### config.mk
export PLATFORM = sky130hd
export DESIGN_NAME = branch_move_decode
export DESIGN_NICKNAME = d
export VERILOG_FILES = /design/src/rtl/branch_move_decode.v
export VERILOG_INCLUDE_DIRS = /design/src /design/src/rtl
export SDC_FILE = /design/constraint.sdc
export NUM_CORES = 1
export LEC_CHECK = 0
export ABC_CLOCK_PERIOD_IN_PS = 14800
export BUFFER_PORTS_ARGS = -buffer_cell sky130_fd_sc_hd__buf_4
export CAP_MARGIN = 40
export CORE_UTILIZATION = 45
export DETAILED_ROUTE_END_ITERATION = 10
export PLACE_DENSITY = 0.74
export SLEW_MARGIN = 20
export SYNTH_ARGS = -nofsm -noshare
export SYNTH_HDL_FRONTEND = slang
export SYNTH_SLANG_ARGS = --single-unit
### constraint.sdc
create_clock -name CLK -period 14.8 [get_ports CLK]
set_input_delay 0 -clock CLK [delete_from_list [all_inputs] [get_ports CLK]]
set_output_delay 0 -clock CLK [all_outputs]
set_load 0.03 [all_outputs]
### src/rtl/branch_move_regs.vh
// Constants for the branch and register-copy decoder
`ifndef BRANCH_MOVE_REGS_VH
`define BRANCH_MOVE_REGS_VH
// Primary opcodes (high byte of the instruction)
`define OP_COPY_GG 8'h8B
`define OP_COPY_SG 8'hB7
`define OP_COPY_GS 8'hB3
`define OP_GRP07 8'h07
`define OP_GRP17 8'h17
`define OP_GRP97 8'h97
`define OP_GRP9F 8'h9F
`define OP_TRAP 8'h1F
`define OP_CALL_REL 8'hD0
`define OP_CALL_REL_D 8'hD8
`define OP_BR_HI 4'hE
`define OP_BRD_HI 4'hF
// Sub-codes in the high nibble of the second byte for E-type groups
`define SUB_PS 4'h1
`define SUB_JUMP 4'h0
`define SUB_CALL 4'h1
`define SUB_RET 4'h2
`define SUB_TRAP_EXIT 4'h3
// Field positions
`define OPC_MSB 15
`define OPC_LSB 8
`define RJ_MSB 7
`define RJ_LSB 4
`define RI_MSB 3
`define RI_LSB 0
`define DISP11_MSB 10
// Address arithmetic
`define INSN_BYTES 32'h0000_0002
`define DSLOT_LINK 32'h0000_0004
`define STACK_STEP 32'h0000_0004
`define VEC_TOP 32'h0000_03FC
// Status word field positions
`define PS_C 0
`define PS_V 1
`define PS_Z 2
`define PS_N 3
`define PS_I 4
`define PS_S 5
// Cycle counts of the multi-cycle sequences
`define TAKEN_CYCLES 2'h2
// Reset values
`define PC_RESET 32'h0000_0000
`define PS_RESET 32'h0000_0000
`endif

### src/rtl/branch_move_decode.v
// Branch, trap and register-copy decode and sequencing for the integer core
// Functional notes
// [RULE1] A general-to-general copy moves the source to the destination in one cycle, flags kept.
// [RULE2] Special-to-general, general-to-special and status-word copies each finish in one cycle.
// [RULE3] A non-delayed conditional branch takes two cycles when taken and one when not.
// [RULE4] The low opcode nibble of a short branch selects one of sixteen flag conditions.
// [RULE5] A taken short branch goes to its address plus 2 plus twice the signed 8-bit field.
// [RULE6] A relative call links address plus 2 and jumps by twice the signed 11-bit field plus 2.
// [RULE7] The software trap pushes status then return address, clears I and S, reads its vector.
// [RULE8] Software issues the trap exit only with S clear; it pops PC then status with flags.
// [RULE9] Delayed branches use F0 to FF, take one cycle, and a delayed call links address plus 4.
// [RULE10] The instruction after a delayed branch always executes before the transfer.
// [RULE11] Software puts only one-cycle non-branch or memory-timed instructions in a delay slot.
// [RULE12] Indirect jump and subroutine exit load PC from a register and take two cycles undelayed.
`timescale 1ns/1ns
`default_nettype none
`include "branch_move_regs.vh"
module branch_move_decode (
    // Clock and reset
    input wire CLK,
    input wire RESETN,
    // Instruction fetch
    input wire [15:0] INSN,
    input wire INSN_VALID,
    output reg FETCH_READY,
    output reg [31:0] PC,
    // Register file read values
    input wire [31:0] SOURCE_GPR_VAL,
    input wire [31:0] DEST_GPR_VAL,
    input wire [31:0] SPECIAL_REG_VAL,
    // Register file writes
    output reg GPR_WE,
    output reg [3:0] GPR_WADDR,
    output reg [31:0] GPR_WDATA,
    output reg SPECIAL_WE,
    output reg [3:0] SPECIAL_WADDR,
    output reg [31:0] SPECIAL_WDATA,
    output reg [31:0] RETURN_LINK,
    output reg [31:0] PROCESSOR_STATUS,
    // Data memory port for stack and vector
    output reg MEM_REQ,
    output reg MEM_WRITE,
    output reg [31:0] MEM_ADDR,
    output reg [31:0] MEM_WDATA,
    input wire [31:0] MEM_RDATA,
    input wire MEM_ACK,
    // Stack pointer and vector base values
    input wire [31:0] SUPERVISOR_STACK,
    input wire [31:0] VECTOR_BASE
);
    // ------------------------------------------------------------------
    // Reset release and functions
    // ------------------------------------------------------------------
    reg rst_s1_r;
    reg rst_n_r;
    always @(posedge CLK or negedge RESETN) begin
        if (!RESETN) begin
            rst_s1_r <= 1'b0;
            rst_n_r <= 1'b0;
        end else begin
            rst_s1_r <= 1'b1;
            rst_n_r <= rst_s1_r;
        end
    end

    function cond_met;
        input [3:0] sel;
        input [31:0] ps;
        reg n, z, v, c;
        begin
            n = ps[`PS_N];
            z = ps[`PS_Z];
            v = ps[`PS_V];
            c = ps[`PS_C];
            case (sel[3:1])
                3'h0: cond_met = 1'b1;
                3'h1: cond_met = z;
                3'h2: cond_met = c;
                3'h3: cond_met = n;
                3'h4: cond_met = v;
                3'h5: cond_met = v ^ n;
                3'h6: cond_met = (v ^ n) | z;
                default: cond_met = c | z;
            endcase
            if (sel[0])
                cond_met = ~cond_met; // [RULE4]
        end
    endfunction

    // ------------------------------------------------------------------
    // Sequencer
    // ------------------------------------------------------------------
    localparam ST_RUN = 3'h0;
    localparam ST_BUBBLE = 3'h1;
    localparam ST_PUSH_PS = 3'h2;
    localparam ST_PUSH_PC = 3'h3;
    localparam ST_VECTOR = 3'h4;
    localparam ST_POP_PC = 3'h5;
    localparam ST_POP_PS = 3'h6;

    reg [2:0] state_r;
    reg [31:0] sp_r;
    reg [31:0] ret_r;
    reg [31:0] vec_r;
    reg [31:0] slot_target_r;
    reg slot_pending_r;

    wire [7:0] opc = INSN[`OPC_MSB:`OPC_LSB];
    wire [3:0] rj = INSN[`RJ_MSB:`RJ_LSB];
    wire [3:0] ri = INSN[`RI_MSB:`RI_LSB];
    wire [31:0] short_disp = {{23{INSN[7]}}, INSN[7:0], 1'b0};
    wire [31:0] long_disp = {{20{INSN[`DISP11_MSB]}}, INSN[`DISP11_MSB:0], 1'b0};
    wire [31:0] pc_next = PC + `INSN_BYTES;
    wire [31:0] short_disp_tgt = pc_next + short_disp; // [RULE5]
    wire [31:0] long_disp_tgt = pc_next + long_disp; // [RULE6]
    wire [31:0] trap_vec = VECTOR_BASE + `VEC_TOP - {22'h0, INSN[7:0], 2'b00}; // [RULE7]

    always @(posedge CLK or negedge rst_n_r) begin
        if (!rst_n_r) begin
            state_r <= ST_RUN;
            PC <= `PC_RESET;
            PROCESSOR_STATUS <= `PS_RESET;
            RETURN_LINK <= 32'h0000_0000;
            FETCH_READY <= 1'b0;
            GPR_WE <= 1'b0;
            GPR_WADDR <= 4'h0;
            GPR_WDATA <= 32'h0000_0000;
            SPECIAL_WE <= 1'b0;
            SPECIAL_WADDR <= 4'h0;
            SPECIAL_WDATA <= 32'h0000_0000;
            MEM_REQ <= 1'b0;
            MEM_WRITE <= 1'b0;
            MEM_ADDR <= 32'h0000_0000;
            MEM_WDATA <= 32'h0000_0000;
            sp_r <= 32'h0000_0000;
            ret_r <= 32'h0000_0000;
            vec_r <= 32'h0000_0000;
            slot_target_r <= 32'h0000_0000;
            slot_pending_r <= 1'b0;
        end else begin
            GPR_WE <= 1'b0;
            SPECIAL_WE <= 1'b0;
            FETCH_READY <= 1'b0;
            case (state_r)
                ST_RUN: begin
                    FETCH_READY <= 1'b1;
                    if (INSN_VALID && FETCH_READY) begin
                        PC <= pc_next;
                        // Slot instruction runs first; then the branch lands
                        if (slot_pending_r) begin
                            PC <= slot_target_r; // [RULE10]
                            slot_pending_r <= 1'b0;
                        end
                        if (opc == `OP_COPY_GG) begin
                            GPR_WE <= 1'b1; // [RULE1]
                            GPR_WADDR <= ri;
                            GPR_WDATA <= SOURCE_GPR_VAL;
                        end else if (opc == `OP_COPY_SG) begin
                            GPR_WE <= 1'b1; // [RULE2]
                            GPR_WADDR <= ri;
                            GPR_WDATA <= SPECIAL_REG_VAL;
                        end else if (opc == `OP_COPY_GS) begin
                            SPECIAL_WE <= 1'b1; // [RULE2]
                            SPECIAL_WADDR <= rj;
                            SPECIAL_WDATA <= DEST_GPR_VAL;
                        end else if (opc == `OP_GRP17 && rj == `SUB_PS) begin
                            GPR_WE <= 1'b1; // [RULE2]
                            GPR_WADDR <= ri;
                            GPR_WDATA <= PROCESSOR_STATUS;
                        end else if (opc == `OP_GRP07 && rj == `SUB_PS) begin
                            PROCESSOR_STATUS <= DEST_GPR_VAL; // [RULE2]
                        end else if (opc[7:4] == `OP_BR_HI) begin
                            if (cond_met(opc[3:0], PROCESSOR_STATUS)) begin
                                PC <= short_disp_tgt; // [RULE3]
                                FETCH_READY <= 1'b0;
                                state_r <= ST_BUBBLE;
                            end
                        end else if ({opc[7:3], 3'b000} == `OP_CALL_REL) begin
                            // Opcode bits 2:0 are the top of the 11-bit displacement
                            RETURN_LINK <= pc_next; // [RULE6]
                            PC <= long_disp_tgt;
                            FETCH_READY <= 1'b0;
                            state_r <= ST_BUBBLE;
                        end else if (opc == `OP_GRP97 && rj <= `SUB_RET) begin
                            if (rj == `SUB_CALL)
                                RETURN_LINK <= pc_next;
                            PC <= (rj == `SUB_RET) ? RETURN_LINK : DEST_GPR_VAL; // [RULE12]
                            FETCH_READY <= 1'b0;
                            state_r <= ST_BUBBLE;
                        end else if (opc == `OP_GRP97 && rj == `SUB_TRAP_EXIT) begin
                            // Only legal with S clear, so the pop uses register 15 [RULE8]
                            FETCH_READY <= 1'b0;
                            MEM_REQ <= 1'b1;
                            MEM_WRITE <= 1'b0;
                            MEM_ADDR <= SUPERVISOR_STACK;
                            sp_r <= SUPERVISOR_STACK;
                            state_r <= ST_POP_PC;
                        end else if (opc == `OP_TRAP) begin
                            FETCH_READY <= 1'b0;
                            sp_r <= SUPERVISOR_STACK - `STACK_STEP;
                            ret_r <= pc_next;
                            vec_r <= trap_vec;
                            MEM_REQ <= 1'b1; // [RULE7]
                            MEM_WRITE <= 1'b1;
                            MEM_ADDR <= SUPERVISOR_STACK - `STACK_STEP;
                            MEM_WDATA <= PROCESSOR_STATUS;
                            state_r <= ST_PUSH_PS;
                        end else if (opc[7:4] == `OP_BRD_HI ||
                                     {opc[7:3], 3'b000} == `OP_CALL_REL_D ||
                                     (opc == `OP_GRP9F && rj <= `SUB_RET)) begin
                            // Delayed forms: one cycle, target held for after the slot
                            if (opc[7:4] == `OP_BRD_HI) begin
                                slot_pending_r <= cond_met(opc[3:0], PROCESSOR_STATUS); // [RULE9]
                                slot_target_r <= short_disp_tgt;
                            end else if ({opc[7:3], 3'b000} == `OP_CALL_REL_D) begin
                                RETURN_LINK <= PC + `DSLOT_LINK; // [RULE9]
                                slot_pending_r <= 1'b1;
                                slot_target_r <= long_disp_tgt;
                            end else begin
                                if (rj == `SUB_CALL)
                                    RETURN_LINK <= PC + `DSLOT_LINK;
                                slot_pending_r <= 1'b1;
                                slot_target_r <= (rj == `SUB_RET) ? RETURN_LINK : DEST_GPR_VAL;
                            end
                        end
                    end
                end
                ST_BUBBLE: begin
                    // Second cycle of a taken undelayed transfer
                    FETCH_READY <= 1'b1; // [RULE3]
                    state_r <= ST_RUN;
                end
                ST_PUSH_PS: begin
                    if (MEM_ACK) begin
                        sp_r <= sp_r - `STACK_STEP;
                        MEM_ADDR <= sp_r - `STACK_STEP;
                        MEM_WDATA <= ret_r;
                        state_r <= ST_PUSH_PC;
                    end
                end
                ST_PUSH_PC: begin
                    if (MEM_ACK) begin
                        PROCESSOR_STATUS[`PS_I] <= 1'b0; // [RULE7]
                        PROCESSOR_STATUS[`PS_S] <= 1'b0;
                        MEM_WRITE <= 1'b0;
                        MEM_ADDR <= vec_r;
                        state_r <= ST_VECTOR;
                    end
                end
                ST_VECTOR: begin
                    if (MEM_ACK) begin
                        PC <= MEM_RDATA;
                        MEM_REQ <= 1'b0;
                        FETCH_READY <= 1'b1;
                        state_r <= ST_RUN;
                    end
                end
                ST_POP_PC: begin
                    if (MEM_ACK) begin
                        PC <= MEM_RDATA;
                        MEM_ADDR <= sp_r + `STACK_STEP;
                        state_r <= ST_POP_PS;
                    end
                end
                ST_POP_PS: begin
                    if (MEM_ACK) begin
                        PROCESSOR_STATUS <= MEM_RDATA; // [RULE8]
                        MEM_REQ <= 1'b0;
                        FETCH_READY <= 1'b1;
                        state_r <= ST_RUN;
                    end
                end
                default: state_r <= ST_RUN;
            endcase
        end
    end
endmodule
`default_nettype wire

==> flow_summary.json <==
{
  "worstSetupEndpointType": "register",
  "syn_nets": 3436,
  "slowest_stage": "nor4_2",
  "hold_path_class": "input port to register",
  "grt_max_degree": 70,
  "finalCritPeriodShare_pct": 37.5,
  "grt_usage_pct": 33.6,
  "cp_max_fo": 15,
  "setup.worst_path.start_class": "register",
  "routabilityCongestion": 0.999,
  "cts_tree": "built",
  "syn_inst": 3116,
  "critPathRequiredTime_ns": 15.27,
  "cts.clk_slew.worst_paths_ns": 0.06,
  "fmax_mhz": 180,
  "via_count": 26700,
  "die_x_um": 241,
  "vdd_drop_max_v": 0.000124,
  "total_power_mw": 5.56,
  "regArea_mm2": 0.00929,
  "ys.flop_type": "dfrtp_1",
  "synth_edf_count": 0,
  "dp_hpwl_mm": 71.3,
  "fillers": 4868,
  "synth_top_cell_area_share_pct": 36.1,
  "clock_latency_ns": 0.59,
  "post-synth-top-area-cell": "dfrtp_1",
  "cts_sinks": 371,
  "netlist_area_mm2": 0.0257,
  "clock-root-buffer": "clkbuf_16",
  "max_stage_delay_ns": 0.68,
  "async_flop_share_pct": 100,
  "layout_min_cycle_time_ns": 5.55,
  "finalClockSkew_ns": 0.0321,
  "first_iter_violations": 2927,
  "ys_types": 81,
  "coreArea_mm2": 0.0565,
  "ys_ff_latch": 371,
  "clk_path_buf_depth": 3,
  "fin_nets": 3974,
  "multiInputGateArea_mm2": 0.0154,
  "drv_slew": 0,
  "tightestPinTransition_ns": 0.870,
  "ant_nets": 0,
  "p_per_area_mw_per_mm2": 167,
  "cts_setup_buffers": 0,
  "yosys-top-cells-area": "dfrtp_1, o21ai_0, nand2_1, mux2i_1, ha_1",
  "first_global_vias": 25500,
  "antenna_found_initial": 4,
  "hold_ws_ns": 0.0193,
  "status": "finished, final reports clean",
  "cts_inserted_buffers": 43,
  "maxCapViolations": 0,
  "grt_pass1_wl_mm": 150,
  "dieArea_mm2": 0.0581,
  "yosysSeqAreaShare_pct": 36.1,
  "die_h_um": 241,
  "grt.overflow.total": 0,
  "rsz0062_at_grt": "false",
  "worstPathArrival_ns": 6.02,
  "vias_per_cell": 6.01,
  "syn_to_final_growth_pct": 29.3,
  "rows": 87,
  "leakage_nw": 14.9,
  "syn_avg_cell_area_um2": 8.26,
  "cts_max_level": 2,
  "path_cells": "ha_1 > nand2_1 > nor4_2 > nand3_1 > or4_1 > xor2_1 > inv_1 > ha_1 > a21o_1 > a2111oi_0 > o32ai_1 > a31oi_1 > o21ai_0 > xnor2_1 > or2_2 > a32oi_1 > o21ai_0",
  "drive_above_1_share_pct": 18.5,
  "hold_viol_final": 0,
  "ioPinCount": 449,
  "dr.pass1.iters": 6,
  "wirelength_mm": 100,
  "path_class": "register to register",
  "setup_viol": 0,
  "io_buffers": 448,
  "maxSlewHeadroom_pct": 41.4,
  "post_drt_wl_per_cell_um": 22.5,
  "utilization_pct": 58.9,
  "drcViolationCount": 0,
  "floorplan.initialDensity_pct": 45.5,
  "yosysWarnings": 0,
  "setup_tns_ns": 0
}
## timing repair
item | 4_1_cts | 5_1_grt
hold endpoints to repair | 227 | 0
gates resized for setup | 0 | 0
hold buffers | 196 | 0
## flip-flops by register name (all words and copies together) (netlist names), 32 cells and up
register          flops
MEM_ADDR             32
MEM_WDATA            32
PC                   32
PROCESSOR_STATUS     32
ret_r                32
SPECIAL_WDATA        32
GPR_WDATA            32
RETURN_LINK          32
vec_r                32
slot_target_r        32
sp_r                 32
## kinds of logic after synthesis
group	after synthesis	synth area share, %
and+or+nand+nor	1036	18.3
other	1	0.0146
muxes	190	7.63
DFF	371	36.1
xor gates and xnor gates	202	6.88
AOI/OAI and AO/OA	910	21.3
buffers and inverters	298	4.51
adders and majority gates	108	5.28
## worst max-delay path, delay by kind of cell (launching register included)
family	cells	cell delay, ns
compound gates	7	1.60
xor+xnor	2	0.40
fa+ha+maj	2	0.68
buf+inv	1	0.20
flops	1	0.61
simple gates	5	1.93
## metrics by stage
stage                     setup slack, ns  cells  cell area, µm²
final                                9.25   4446           33300
after global routing                 8.82   4444           33300
after CTS                            9.31   4438           33100
after detailed placement             9.31   4164           29700
after global placement               9.44   4156           29600
after floorplan                      3.69   3116           25700
## cell type report
class | count | area share, %
clock inverter | 21 | 0.696
inverter | 95 | 1.07
multi-input combinational | 2447 | 46.2
timing repair buffer | 696 | 17.6
tap | 756 | 2.84
clock buffer | 57 | 3.66
antenna | 3 | 0.0226
sequential | 371 | 27.9
## per-layer routing
metal / vias up / part of all wire [%] / GRT usage, %
li1: 12200 / - / -
met1: 12800 / 40 / 43.3
met2: 1405 / 46 / 53.3
met3: 323 / 8.6 / 6.26
met4: 4 / 5.7 / 18.0
met5: - / 0.022 / 0
## cells in the mapped netlist, types with 17 or more instances
master and count:
a21oi_1 176, inv_1 94, mux2_2 50, a221oi_1 38
o21ai_0 408, ha_1 107, mux2i_1 140, a211oi_1 24
dfrtp_1 371, nand4_1 28, a31oi_1 30, xnor2_1 130
clkbuf_1 163, a22oi_1 17, nor3_1 78, nand2_1 483
buf_2 28, o221ai_1 29, nand3_1 77, nor2_1 208
or3_1 21, xor2_1 72, o22ai_1 28, nand2b_1 24
and2_1 17, a21o_1 52
## placed cells by master, fill, tap and decap left out, types with 29 or more instances in the layout
master         count
a31oi_1           30
dlygate4sd3_1    196
mux2i_1          140
ha_1             107
dfrtp_1          369
nor3_1            74
nand3_1           75
o21ai_0          407
xor2_1            72
mux2_2            50
a21o_1            52
inv_1             94
nand2_1          481
clkbuf_16         43
a21oi_1          174
nor2_1           205
o221ai_1          29
xnor2_1          130
a221oi_1          38
buf_4            490
## worst paths after layout
kind	to	slack [ns]	startpoint	cells after the start
max in group asynchronous	vec_r[29]	12.72	rst_n_r	3
min reg2reg	SPECIAL_WDATA[27]	0.25	rst_n_r	0
max	slot_target_r[31]	9.25	PC[1]	17
min	vec_r[15]	0.02	VECTOR_BASE[14]	4
min in group asynchronous	SPECIAL_WDATA[27]	0.25	rst_n_r	0
max reg2reg	slot_target_r[31]	9.25	PC[1]	17
## power breakdown
| group | switching, mW | total (mW) | internal [mW] |
|---|---|---|---|
| combinational | 1.73 | 2.78 | 1.05 |
| clock | 0.469 | 1.12 | 0.651 |
| sequential | 0.374 | 1.66 | 1.29 |
| total | 2.58 | 5.56 | 2.99 |
Power figures use the tool's default switching activity.
